<file path="src/rtl/pdws_cfg.svh">
// Timing and layout constants for the wiper stepper
`ifndef PDWS_CFG_SVH
`define PDWS_CFG_SVH

`define PDWS_CLK_KHZ         50000
`define PDWS_POS_W           6
`define PDWS_POS_MAX         6'h3F
`define PDWS_POS_RST         6'h00
`define PDWS_DIG_MIN_NS      1000
`define PDWS_CON_MIN_US      1000
`define PDWS_GAP_US          1000
`define PDWS_HOLD_MS         1000
`define PDWS_REPEAT_MS       100
`define PDWS_IDLE_MS         1000
`define PDWS_STORE_MS        2000
`define PDWS_STORE_MIN_DELTA 6'h08

// Least times round up to whole cycles
`define PDWS_CYC_NS(t) ((((t) * `PDWS_CLK_KHZ) + 999999) / 1000000)
`define PDWS_CYC_US(t) ((((t) * `PDWS_CLK_KHZ) + 999) / 1000)
`define PDWS_CYC_MS(t) ((t) * `PDWS_CLK_KHZ)

`endif

</file>
<file path="src/rtl/pdws_pkg.sv">
// Types shared by the wiper stepper modules
`default_nettype none
package pdws_pkg;
  typedef logic [5:0] pdws_pos_t;

  typedef enum logic [1:0] {
    pdws_q_idle = 2'b00,
    pdws_q_low  = 2'b01,
    pdws_q_gap  = 2'b10
  } pdws_qstate_e;

  typedef struct packed {
    logic step;
    logic idle;
  } pdws_evt_s;

  typedef struct packed {
    logic      strobe;
    pdws_pos_t data;
  } pdws_nv_s;
endpackage
`default_nettype wire

</file>
<file path="src/rtl/pdws_pulse_qual.sv">
// Input qualifier: sync, pulse width timing, repeat and idle events
`default_nettype none
module pdws_pulse_qual #(
  parameter int MIN_CYC    = 50000,
  parameter int GAP_CYC    = 50000,
  parameter int HOLD_CYC   = 50000000,
  parameter int REPEAT_CYC = 5000000,
  parameter int IDLE_CYC   = 50000000
) (
  input  wire logic          clock,
  input  wire logic          rst,
  input  wire logic          pin_n,
  output var  pdws_pkg::pdws_evt_s evt
);
  import pdws_pkg::*;

  localparam int TOP = (HOLD_CYC > IDLE_CYC) ? HOLD_CYC : IDLE_CYC;
  localparam int CW  = $clog2(TOP + 1);

  if (MIN_CYC < 1 || GAP_CYC < 1 || REPEAT_CYC < 1 || IDLE_CYC < 1 ||
      HOLD_CYC <= MIN_CYC) begin : g_bad_timing
    $error("pdws_pulse_qual: timing counts out of range");
  end

  logic          sync1_reg;
  logic          sync2_reg;
  pdws_qstate_e  state_reg;
  logic [CW-1:0] low_cnt_reg;
  logic [CW-1:0] gap_cnt_reg;
  logic [CW-1:0] rep_cnt_reg;
  logic [CW-1:0] idle_cnt_reg;
  logic          low;

  // ------------------------------------------------------------
  // Synchroniser
  // ------------------------------------------------------------
  // Reset to high: an open input reads inactive
  always_ff @(posedge clock) begin
    if (rst) begin
      sync1_reg <= 1'b1; // RQ8
      sync2_reg <= 1'b1;
    end else begin
      sync1_reg <= pin_n; // RQ19
      sync2_reg <= sync1_reg;
    end
  end

  assign low = !sync2_reg; // RQ10

  // ------------------------------------------------------------
  // Pulse state
  // ------------------------------------------------------------
  always_ff @(posedge clock) begin
    if (rst) begin
      state_reg <= pdws_q_idle;
    end else begin
      case (state_reg)
        pdws_q_idle: if (low) state_reg <= pdws_q_low; // RQ10
        pdws_q_low:  if (!low) state_reg <= pdws_q_gap;
        pdws_q_gap: begin
          // Short high gap merges into one continuous pulse
          if (low) begin
            state_reg <= pdws_q_low; // RQ13
          end else if (gap_cnt_reg == CW'(GAP_CYC - 1)) begin
            state_reg <= pdws_q_idle;
          end
        end
        default: state_reg <= pdws_q_idle;
      endcase
    end
  end

  always_ff @(posedge clock) begin
    if (rst || state_reg != pdws_q_gap) begin
      gap_cnt_reg <= '0;
    end else begin
      gap_cnt_reg <= gap_cnt_reg + CW'(1);
    end
  end

  // Keeps counting through merged gaps; saturates at the hold time
  always_ff @(posedge clock) begin
    if (rst || state_reg == pdws_q_idle) begin
      low_cnt_reg <= '0;
    end else if (low_cnt_reg != CW'(HOLD_CYC)) begin
      low_cnt_reg <= low_cnt_reg + CW'(1);
    end
  end

  always_ff @(posedge clock) begin
    if (rst || state_reg != pdws_q_low ||
        low_cnt_reg != CW'(HOLD_CYC) ||
        rep_cnt_reg == CW'(REPEAT_CYC - 1)) begin
      rep_cnt_reg <= '0;
    end else begin
      rep_cnt_reg <= rep_cnt_reg + CW'(1);
    end
  end

  always_ff @(posedge clock) begin
    if (rst || state_reg != pdws_q_idle) begin
      idle_cnt_reg <= '0;
    end else if (idle_cnt_reg != CW'(IDLE_CYC)) begin
      idle_cnt_reg <= idle_cnt_reg + CW'(1);
    end
  end

  // ------------------------------------------------------------
  // Events
  // ------------------------------------------------------------
  always_ff @(posedge clock) begin
    if (rst) begin
      evt <= '0;
    end else begin
      evt.step <= (state_reg == pdws_q_low &&
                   low_cnt_reg == CW'(MIN_CYC)) ||      // RQ11 RQ12
                  (state_reg == pdws_q_low &&
                   low_cnt_reg == CW'(HOLD_CYC) &&
                   rep_cnt_reg == CW'(REPEAT_CYC - 1)); // RQ14
      evt.idle <= state_reg == pdws_q_idle &&
                  idle_cnt_reg == CW'(IDLE_CYC - 1);
    end
  end
endmodule
`default_nettype wire

</file>
<file path="src/rtl/pdws_top.sv">
// Wiper position and direction control for a 64 tap rheostat
//
// Functional notes
// (RQ1) Wiper holds one of 64 tap positions
// (RQ2) Single mode: down tied high, step floating
// (RQ3) Dual mode: all control inputs open
// (RQ4) Down-tied variant always runs single mode
// (RQ5) Single mode: up contact follows direction
// (RQ6) Dual mode: up raises, down lowers
// (RQ7) Step input acts like single mode always
// (RQ8) Step input pulled up, floating is inactive
// (RQ9) Each single pulse moves one tap
// (RQ10) High inactive; falling edge starts activity
// (RQ11) Contact single pulse: over 1 ms
// (RQ12) Step input single pulse: over 1 us
// (RQ13) Under 1 ms high gap merges pulses
// (RQ14) Held over 1 s: step every 100 ms
// (RQ15) Single control reverses direction at ends
// (RQ16) One second idle reverses direction
// (RQ17) Dual mode stops at ends, no wait
// (RQ18) Store first change after 2 s, then >12.5%
// (RQ19) Inputs synchronised and timed internally
// (RQ20) Mode latched once after power-up
`include "pdws_cfg.svh"
`default_nettype none
module pdws_top #(
  parameter bit DOWN_TIED  = 1'b0,
  parameter int DIG_MIN    = `PDWS_CYC_NS(`PDWS_DIG_MIN_NS),
  parameter int CON_MIN    = `PDWS_CYC_US(`PDWS_CON_MIN_US),
  parameter int GAP_CYC    = `PDWS_CYC_US(`PDWS_GAP_US),
  parameter int HOLD_CYC   = `PDWS_CYC_MS(`PDWS_HOLD_MS),
  parameter int REPEAT_CYC = `PDWS_CYC_MS(`PDWS_REPEAT_MS),
  parameter int IDLE_CYC   = `PDWS_CYC_MS(`PDWS_IDLE_MS),
  parameter int STORE_CYC  = `PDWS_CYC_MS(`PDWS_STORE_MS)
) (
  input  wire logic               clock,
  input  wire logic               rst,
  input  wire logic               up_contact_in,
  input  wire logic               down_contact_in,
  input  wire logic               digital_step_in,
  input  wire logic               down_tied_sense_in,
  input  wire pdws_pkg::pdws_pos_t nv_restore_pos,
  output var  pdws_pkg::pdws_pos_t wiper_pos,
  output var  logic               dir_up,
  output var  logic               dual_mode,
  output var  logic               init_done,
  output var  pdws_pkg::pdws_nv_s nv_out
);
  import pdws_pkg::*;

  localparam int SW = $clog2(STORE_CYC + 1);

  if (STORE_CYC < 1) begin : g_bad_store
    $error("pdws_top: store delay must be at least one cycle");
  end

  logic [2:0]  pins_n;
  pdws_evt_s   evt [3];
  logic        up_step;
  logic        down_step;
  logic        d_step;
  logic        single_step;
  logic        rev_idle;
  pdws_pos_t   pos_next;
  logic        dir_next;
  logic        moved_single_reg;
  logic        last_src_d_reg;
  logic        armed_reg;
  logic        first_pending_reg;
  logic [SW-1:0] store_cnt_reg;
  pdws_pos_t   last_stored_reg;
  pdws_pos_t   delta;

  // ------------------------------------------------------------
  // Input qualifiers: 0 up contact, 1 down contact, 2 step input
  // ------------------------------------------------------------
  assign pins_n = {digital_step_in, down_contact_in, up_contact_in};

  for (genvar i = 0; i < 3; i++) begin : g_qual
    pdws_pulse_qual #(
      .MIN_CYC   ((i == 2) ? DIG_MIN : CON_MIN),
      .GAP_CYC   (GAP_CYC),
      .HOLD_CYC  (HOLD_CYC),
      .REPEAT_CYC(REPEAT_CYC),
      .IDLE_CYC  (IDLE_CYC)
    ) u_qual (
      .clock(clock),
      .rst  (rst),
      .pin_n(pins_n[i]),
      .evt  (evt[i])
    );
  end

  assign up_step     = evt[0].step;
  assign down_step   = evt[1].step;
  assign d_step      = evt[2].step;
  // Down contact is ignored outside dual mode
  assign single_step = d_step | (up_step & !dual_mode); // RQ5 RQ7
  assign rev_idle    = moved_single_reg &
                       (last_src_d_reg ? evt[2].idle : evt[0].idle); // RQ16

  // ------------------------------------------------------------
  // Power-up capture
  // ------------------------------------------------------------
  // Straps sampled by the first clock after release, never by reset
  always_ff @(posedge clock) begin
    if (rst) begin
      init_done <= 1'b0;
      dual_mode <= 1'b0;
    end else if (!init_done) begin
      init_done <= 1'b1;
      dual_mode <= !(DOWN_TIED || down_tied_sense_in); // RQ2 RQ3 RQ4 RQ20
    end
  end

  // ------------------------------------------------------------
  // Wiper move
  // ------------------------------------------------------------
  always_comb begin
    pos_next = wiper_pos;
    dir_next = dir_up;
    if (!init_done) begin
      pos_next = nv_restore_pos;
      dir_next = 1'b1;
    end else if (single_step) begin
      if (dir_up) begin
        if (wiper_pos == `PDWS_POS_MAX) begin
          pos_next = wiper_pos - 6'h01; // RQ15
          dir_next = 1'b0;
        end else begin
          pos_next = wiper_pos + 6'h01; // RQ9
          dir_next = (wiper_pos + 6'h01) != `PDWS_POS_MAX; // RQ15
        end
      end else begin
        if (wiper_pos == `PDWS_POS_RST) begin
          pos_next = wiper_pos + 6'h01; // RQ15
          dir_next = 1'b1;
        end else begin
          pos_next = wiper_pos - 6'h01; // RQ9
          dir_next = (wiper_pos - 6'h01) == `PDWS_POS_RST; // RQ15
        end
      end
    end else if (dual_mode && up_step) begin
      // Clamp at the end; direction set at once
      if (wiper_pos != `PDWS_POS_MAX) pos_next = wiper_pos + 6'h01; // RQ6
      dir_next = 1'b1; // RQ17
    end else if (dual_mode && down_step) begin
      if (wiper_pos != `PDWS_POS_RST) pos_next = wiper_pos - 6'h01; // RQ6
      dir_next = 1'b0; // RQ17
    end else if (rev_idle) begin
      dir_next = !dir_up; // RQ16
    end
  end

  always_ff @(posedge clock) begin
    if (rst) begin
      wiper_pos <= `PDWS_POS_RST;
      dir_up    <= 1'b1;
    end else begin
      wiper_pos <= pos_next; // RQ1
      dir_up    <= dir_next;
    end
  end

  // Which single-style input moved last, for idle reversal
  always_ff @(posedge clock) begin
    if (rst) begin
      moved_single_reg <= 1'b0;
      last_src_d_reg   <= 1'b0;
    end else if (single_step) begin
      moved_single_reg <= 1'b1;
      last_src_d_reg   <= d_step;
    end else if (rev_idle || (dual_mode && (up_step || down_step))) begin
      moved_single_reg <= 1'b0;
    end
  end

  // ------------------------------------------------------------
  // Nonvolatile store scheduling
  // ------------------------------------------------------------
  // Small moves are skipped to spare memory wear
  assign delta = (wiper_pos > last_stored_reg) ?
                 wiper_pos - last_stored_reg :
                 last_stored_reg - wiper_pos;

  always_ff @(posedge clock) begin
    if (rst) begin
      armed_reg         <= 1'b0;
      first_pending_reg <= 1'b1;
      store_cnt_reg     <= '0;
      last_stored_reg   <= `PDWS_POS_RST;
      nv_out            <= '0;
    end else begin
      nv_out.strobe <= 1'b0;
      if (!init_done) begin
        last_stored_reg <= nv_restore_pos;
      end else if (pos_next != wiper_pos) begin
        armed_reg     <= 1'b1;
        store_cnt_reg <= '0;
      end else if (armed_reg) begin
        store_cnt_reg <= store_cnt_reg + SW'(1);
        if (store_cnt_reg == SW'(STORE_CYC - 1)) begin
          armed_reg <= 1'b0;
          if (first_pending_reg || delta > `PDWS_STORE_MIN_DELTA) begin
            nv_out.strobe     <= 1'b1; // RQ18
            nv_out.data       <= wiper_pos;
            last_stored_reg   <= wiper_pos;
            first_pending_reg <= 1'b0;
          end
        end
      end
    end
  end
endmodule
`default_nettype wire

</file>
<file path="config.mk">
export PLATFORM = sky130hd
export DESIGN_NAME = pdws_top
export DESIGN_NICKNAME = d
export VERILOG_FILES = /design/src/rtl/pdws_pkg.sv /design/src/rtl/pdws_pulse_qual.sv /design/src/rtl/pdws_top.sv
export VERILOG_INCLUDE_DIRS = /design/src /design/src/rtl
export SDC_FILE = /design/constraint.sdc
export NUM_CORES = 1
export LEC_CHECK = 0
export BUFFER_PORTS_ARGS = -buffer_cell sky130_fd_sc_hd__buf_2
export CAP_MARGIN = 0
export CORE_MARGIN = 2
export CORE_UTILIZATION = 40
export CTS_CLUSTER_DIAMETER = 100
export DETAILED_ROUTE_END_ITERATION = 10
export GPL_TIMING_DRIVEN = 0
export PLACE_DENSITY_LB_ADDON = 0.15
export SLEW_MARGIN = 20
export SYNTH_ARGS = -nofsm -noshare
export SYNTH_HDL_FRONTEND = slang
export SYNTH_SLANG_ARGS = --single-unit
</file>
<file path="constraint.sdc">
create_clock -name clock -period 2.98 [get_ports clock]
set_input_delay 0.596 -clock clock [delete_from_list [all_inputs] [get_ports clock]]
set_output_delay 0.596 -clock clock [all_outputs]
set_load 0.03 [all_outputs]
</file>
==> metrics.csv <==
stage,metric,value,unit
cts,clock_latency,550,ps
power_and_ir_drop,swShare,0.2268,
timing,slew_headroom,0.4665,
global_route,overflow,0,
critical_path,rr_endpoint,last_stored_reg[1],
route,top_layer,met5,
cts,cts_tree,done,
global_route,grt_pass1_wl,62.54,mm
critical_path,crit_top_cell,a21oi_1,
status,status,"finished, violations left",
cts,clk_pin_slew,60,ps
critical_path,reg2reg_slack,-200,ps
finish,stdcell_area,19630,um2
critical_path,path_cells,clkbuf_1 > a21oi_1 > nand2b_1 > a21oi_1 > nand3_1 > a311o_1 > or3_4 > a2111oi_4,
placement,io_buffers,26,
power_and_ir_drop,pwr_density_cell,529.5,nW/um2
timing,finalHoldViolations,0,
route,avgRoutedWirePerCell,13.79,um
critical_path,crit_fanout,10,
route,drc,0,
floorplan,io_pins,28,
worst_hold_path,hold_path_depth,2,
power_and_ir_drop,power.static_leakage,6.450,nW
synthesis,ys_ff_latch,356,
synthesis,ys_types,70,
synthesis,ys.flop_type,dfxtp_1,
worst_hold_path,hold_class,input pin to flop,
worst_hold_path,min_to,g_qual[0].u_qual.sync1_reg,
critical_path,endpoint_kind,flop,
synthesis,synth_common_cells,"nor2_1, dfxtp_1, xor2_1",
synthesis,syn_area,16780,um2
floorplan,core-area,41670,um2
critical_path,cp_slowest_cell,dfxtp_1,
synthesis,synth_area_leader_cell,dfxtp_1,
finish,fillers,4091,
critical_path,critical_path_required,3430,ps
cts,cts.sinks,356,
finish,synthToLayoutAreaGrowth,17.00,%
critical_path,cp.buffers_inverters,1,
status,violations,setup timing,
timing,fmax,314.7,MHz
global_route,grt_pass1_vias,13020,
route,drtIter0Drc,726,
critical_path,critPathMaxStageDelay,550,ps
timing,clock-skew-final,18.69,ps
cts,cts.path.max_buffers,3,
route,ant_nets,0,
cts,clockRootBuffer,clkbuf_16,
power_and_ir_drop,power_frac_seq,0.464,
cts,postCtsHoldBufs,0,
critical_path,worst-r2r-cell-count,8,
synthesis,synth.area.top_cells,"dfxtp_1, xor2_1, nor2_1",
floorplan,rows,75,
route,routed-wl-met3,1.536,mm
power_and_ir_drop,vdd_drop_max,0.3497,mV
finish,nNetsFinal,2160,
finish,n_antenna_cell,0,
synthesis,synthArstFlopShare,0,
route,drt_first_pass_iters,5,
worst_hold_path,holdCritStartpoint,up_contact_in,
timing,setup_viol,13,
floorplan,die-width,208.8,um
synthesis,yosysSeqAreaShare,0.4248,
finish,fin_util,0.4712,
route,drt_wl_total,36.97,mm
power_and_ir_drop,power,10.39,mW
synthesis,syn_inst,2015,
synthesis,synth_most_common_cell,nor2_1,
placement,hpwl,25.70,mm
floorplan,die-area,43600,um2
critical_path,critical_path_arrival,3630,ps
floorplan,die_h,208.8,um
timing,layout_setup_ws,-197.9,ps
synthesis,yosysTopAreaCellShare,0.4248,
global_route,globalRouteTotalUtil,0.1690,
timing,period_needed,3178,ps
timing,maxSlewViolCount,0,
placement,gp_congestion,0.8842,
route,vias,13920,
timing,rsz0062_at_grt,true,
global_route,grt_max_degree,13,
synthesis,ys_warn_count,0,
placement,place_area,17690,um2
critical_path,path_delay_family,compound AO/OA/AOI/OAI gates,
power_and_ir_drop,clkPwrFrac,0.475,
timing,worst_pin_slew,794.9,ps
timing,finalCritPeriodShare,1.066,
power_and_ir_drop,pwr-share-comb,0.061,
power_and_ir_drop,p_sw,2.357,mW
cts,cts_htree_levels,2,
synthesis,synth_edf_count,0,
synthesis,synth_nets,2063,
global_route,antenna_found_initial,1,
synthesis,syn_avg_cell_area,8.327,um2
floorplan,start_util,0.4027,
job,maxCapViolCount,0,
critical_path,critPathKind,flop to flop,
critical_path,r2r-start,wiper_pos[5],
route,via_per_inst,5.192,
cts,cts_buffers,40,
finish,layout-drive-gt1-share,0.09664,
power_and_ir_drop,p_int,8.037,mW
critical_path,cp-start-kind,flop,
route,met1_length,17.91,mm
route,wl_met2,16.54,mm
==> cell families (layout without fill, tap and decap cells) <==
family                     Yosys count  after routing  synth area share
AOI/OAI and AO/OA                  202            202           0.07256
buffers and inverters              121            248           0.02856
adders and majority gates           36             36           0.02774
muxes                               17             17           0.01044
xor gates and xnor gates           260            260            0.1357
DFF                                356            356            0.4248
and+or+nand+nor                   1023           1023            0.3002
==> worst reg2reg max path, cell delays in order, from the launching register on <==
cell and delay [ps]:
dfxtp_1 550, clkbuf_1 550, a21oi_1 230, nand2b_1 220
a21oi_1 290, nand3_1 200, a311o_1 370, or3_4 390
a2111oi_4 280
==> layout by cell type (no fill, tap or decap), drive strengths merged, types with 7 or more instances in the layout <==
master / instances
nor3: 47
and4: 18
nor2: 370
dfxtp: 356
and2: 8
mux2i: 13
ha: 34
a31oi: 7
or2: 11
nand3: 151
clkinv: 10
or3: 54
or4: 7
xor2: 165
nor2b: 11
inv: 60
and3: 50
nand2: 150
o21ai: 65
a21oi: 72
nor4: 45
nand2b: 9
xnor2: 95
clkbuf: 102
nand4: 58
a211oi: 8
nor4b: 15
buf: 70
==> routing by layer <==
metal,track usage,vias up
li1,-,7147
met1,0.2280,6457
met2,0.2748,251
met3,0.02555,64
met4,0.06084,2
met5,0,-
==> timing repair <==
action	in CTS	in global routing
pin swaps	20	23
endpoints found under the setup margin	44	45
gates resized for setup	37	37
buffers inserted	24	10
==> through the flow <==
step / setup slack (ps) / hold WS [ps] / TNS [ps] / instances
after floorplan: -78.44 / 389.5 / -298.3 / 2015
after global placement: -515.4 / 393.2 / -10750 / 2580
after detailed placement: -491.6 / 393.2 / -11070 / 2580
after CTS: -153.1 / 239.4 / -1760 / 2673
after global routing: -322.5 / 246.1 / -3559 / 2681
final: -197.9 / 268.2 / -2026 / 2681
==> layout make-up <==
type	count	area (um2)	share of cell area
Timing Repair Buffer	58	421.7	0.02148
Tap cell	539	674.4	0.03435
Clock buffer	58	1170	0.05959
Buffer	56	284.0	0.01447
Multi-Input combinational cell	1538	9539	0.4859
Sequential cell	356	7146	0.3640
Inverter	62	244.0	0.01243
Clock inverter	14	152.6	0.007776
==> how the worst max path moves through the flow <==
| stage | start | to | slack [ps] | depth (start not counted) |
|---|---|---|---|---|
| finish | wiper_pos[5] | last_stored_reg[1] | -200 | 8 |
| global route | wiper_pos[2] | nv_out[4] | -320 | 16 |
| CTS | wiper_pos[0] | nv_out[0] | -150 | 15 |
| detailed placement | wiper_pos[1] | store_cnt_reg[19] | -490 | 11 |
| global placement | wiper_pos[1] | store_cnt_reg[26] | -520 | 12 |
| floorplan | wiper_pos[0] | last_stored_reg[1] | -80 | 12 |
==> power groups by stage <==
stage	clock network [mW]	registers (mW)	logic, mW
global placement	0	4.93	0.504
finish	4.93	4.83	0.632
global route	5.30	4.83	0.694
CTS	5.11	4.82	0.578
detailed placement	0	4.93	0.509
floorplan	0	4.93	0.365
No activity file was read; power rests on OpenSTA's default activity.
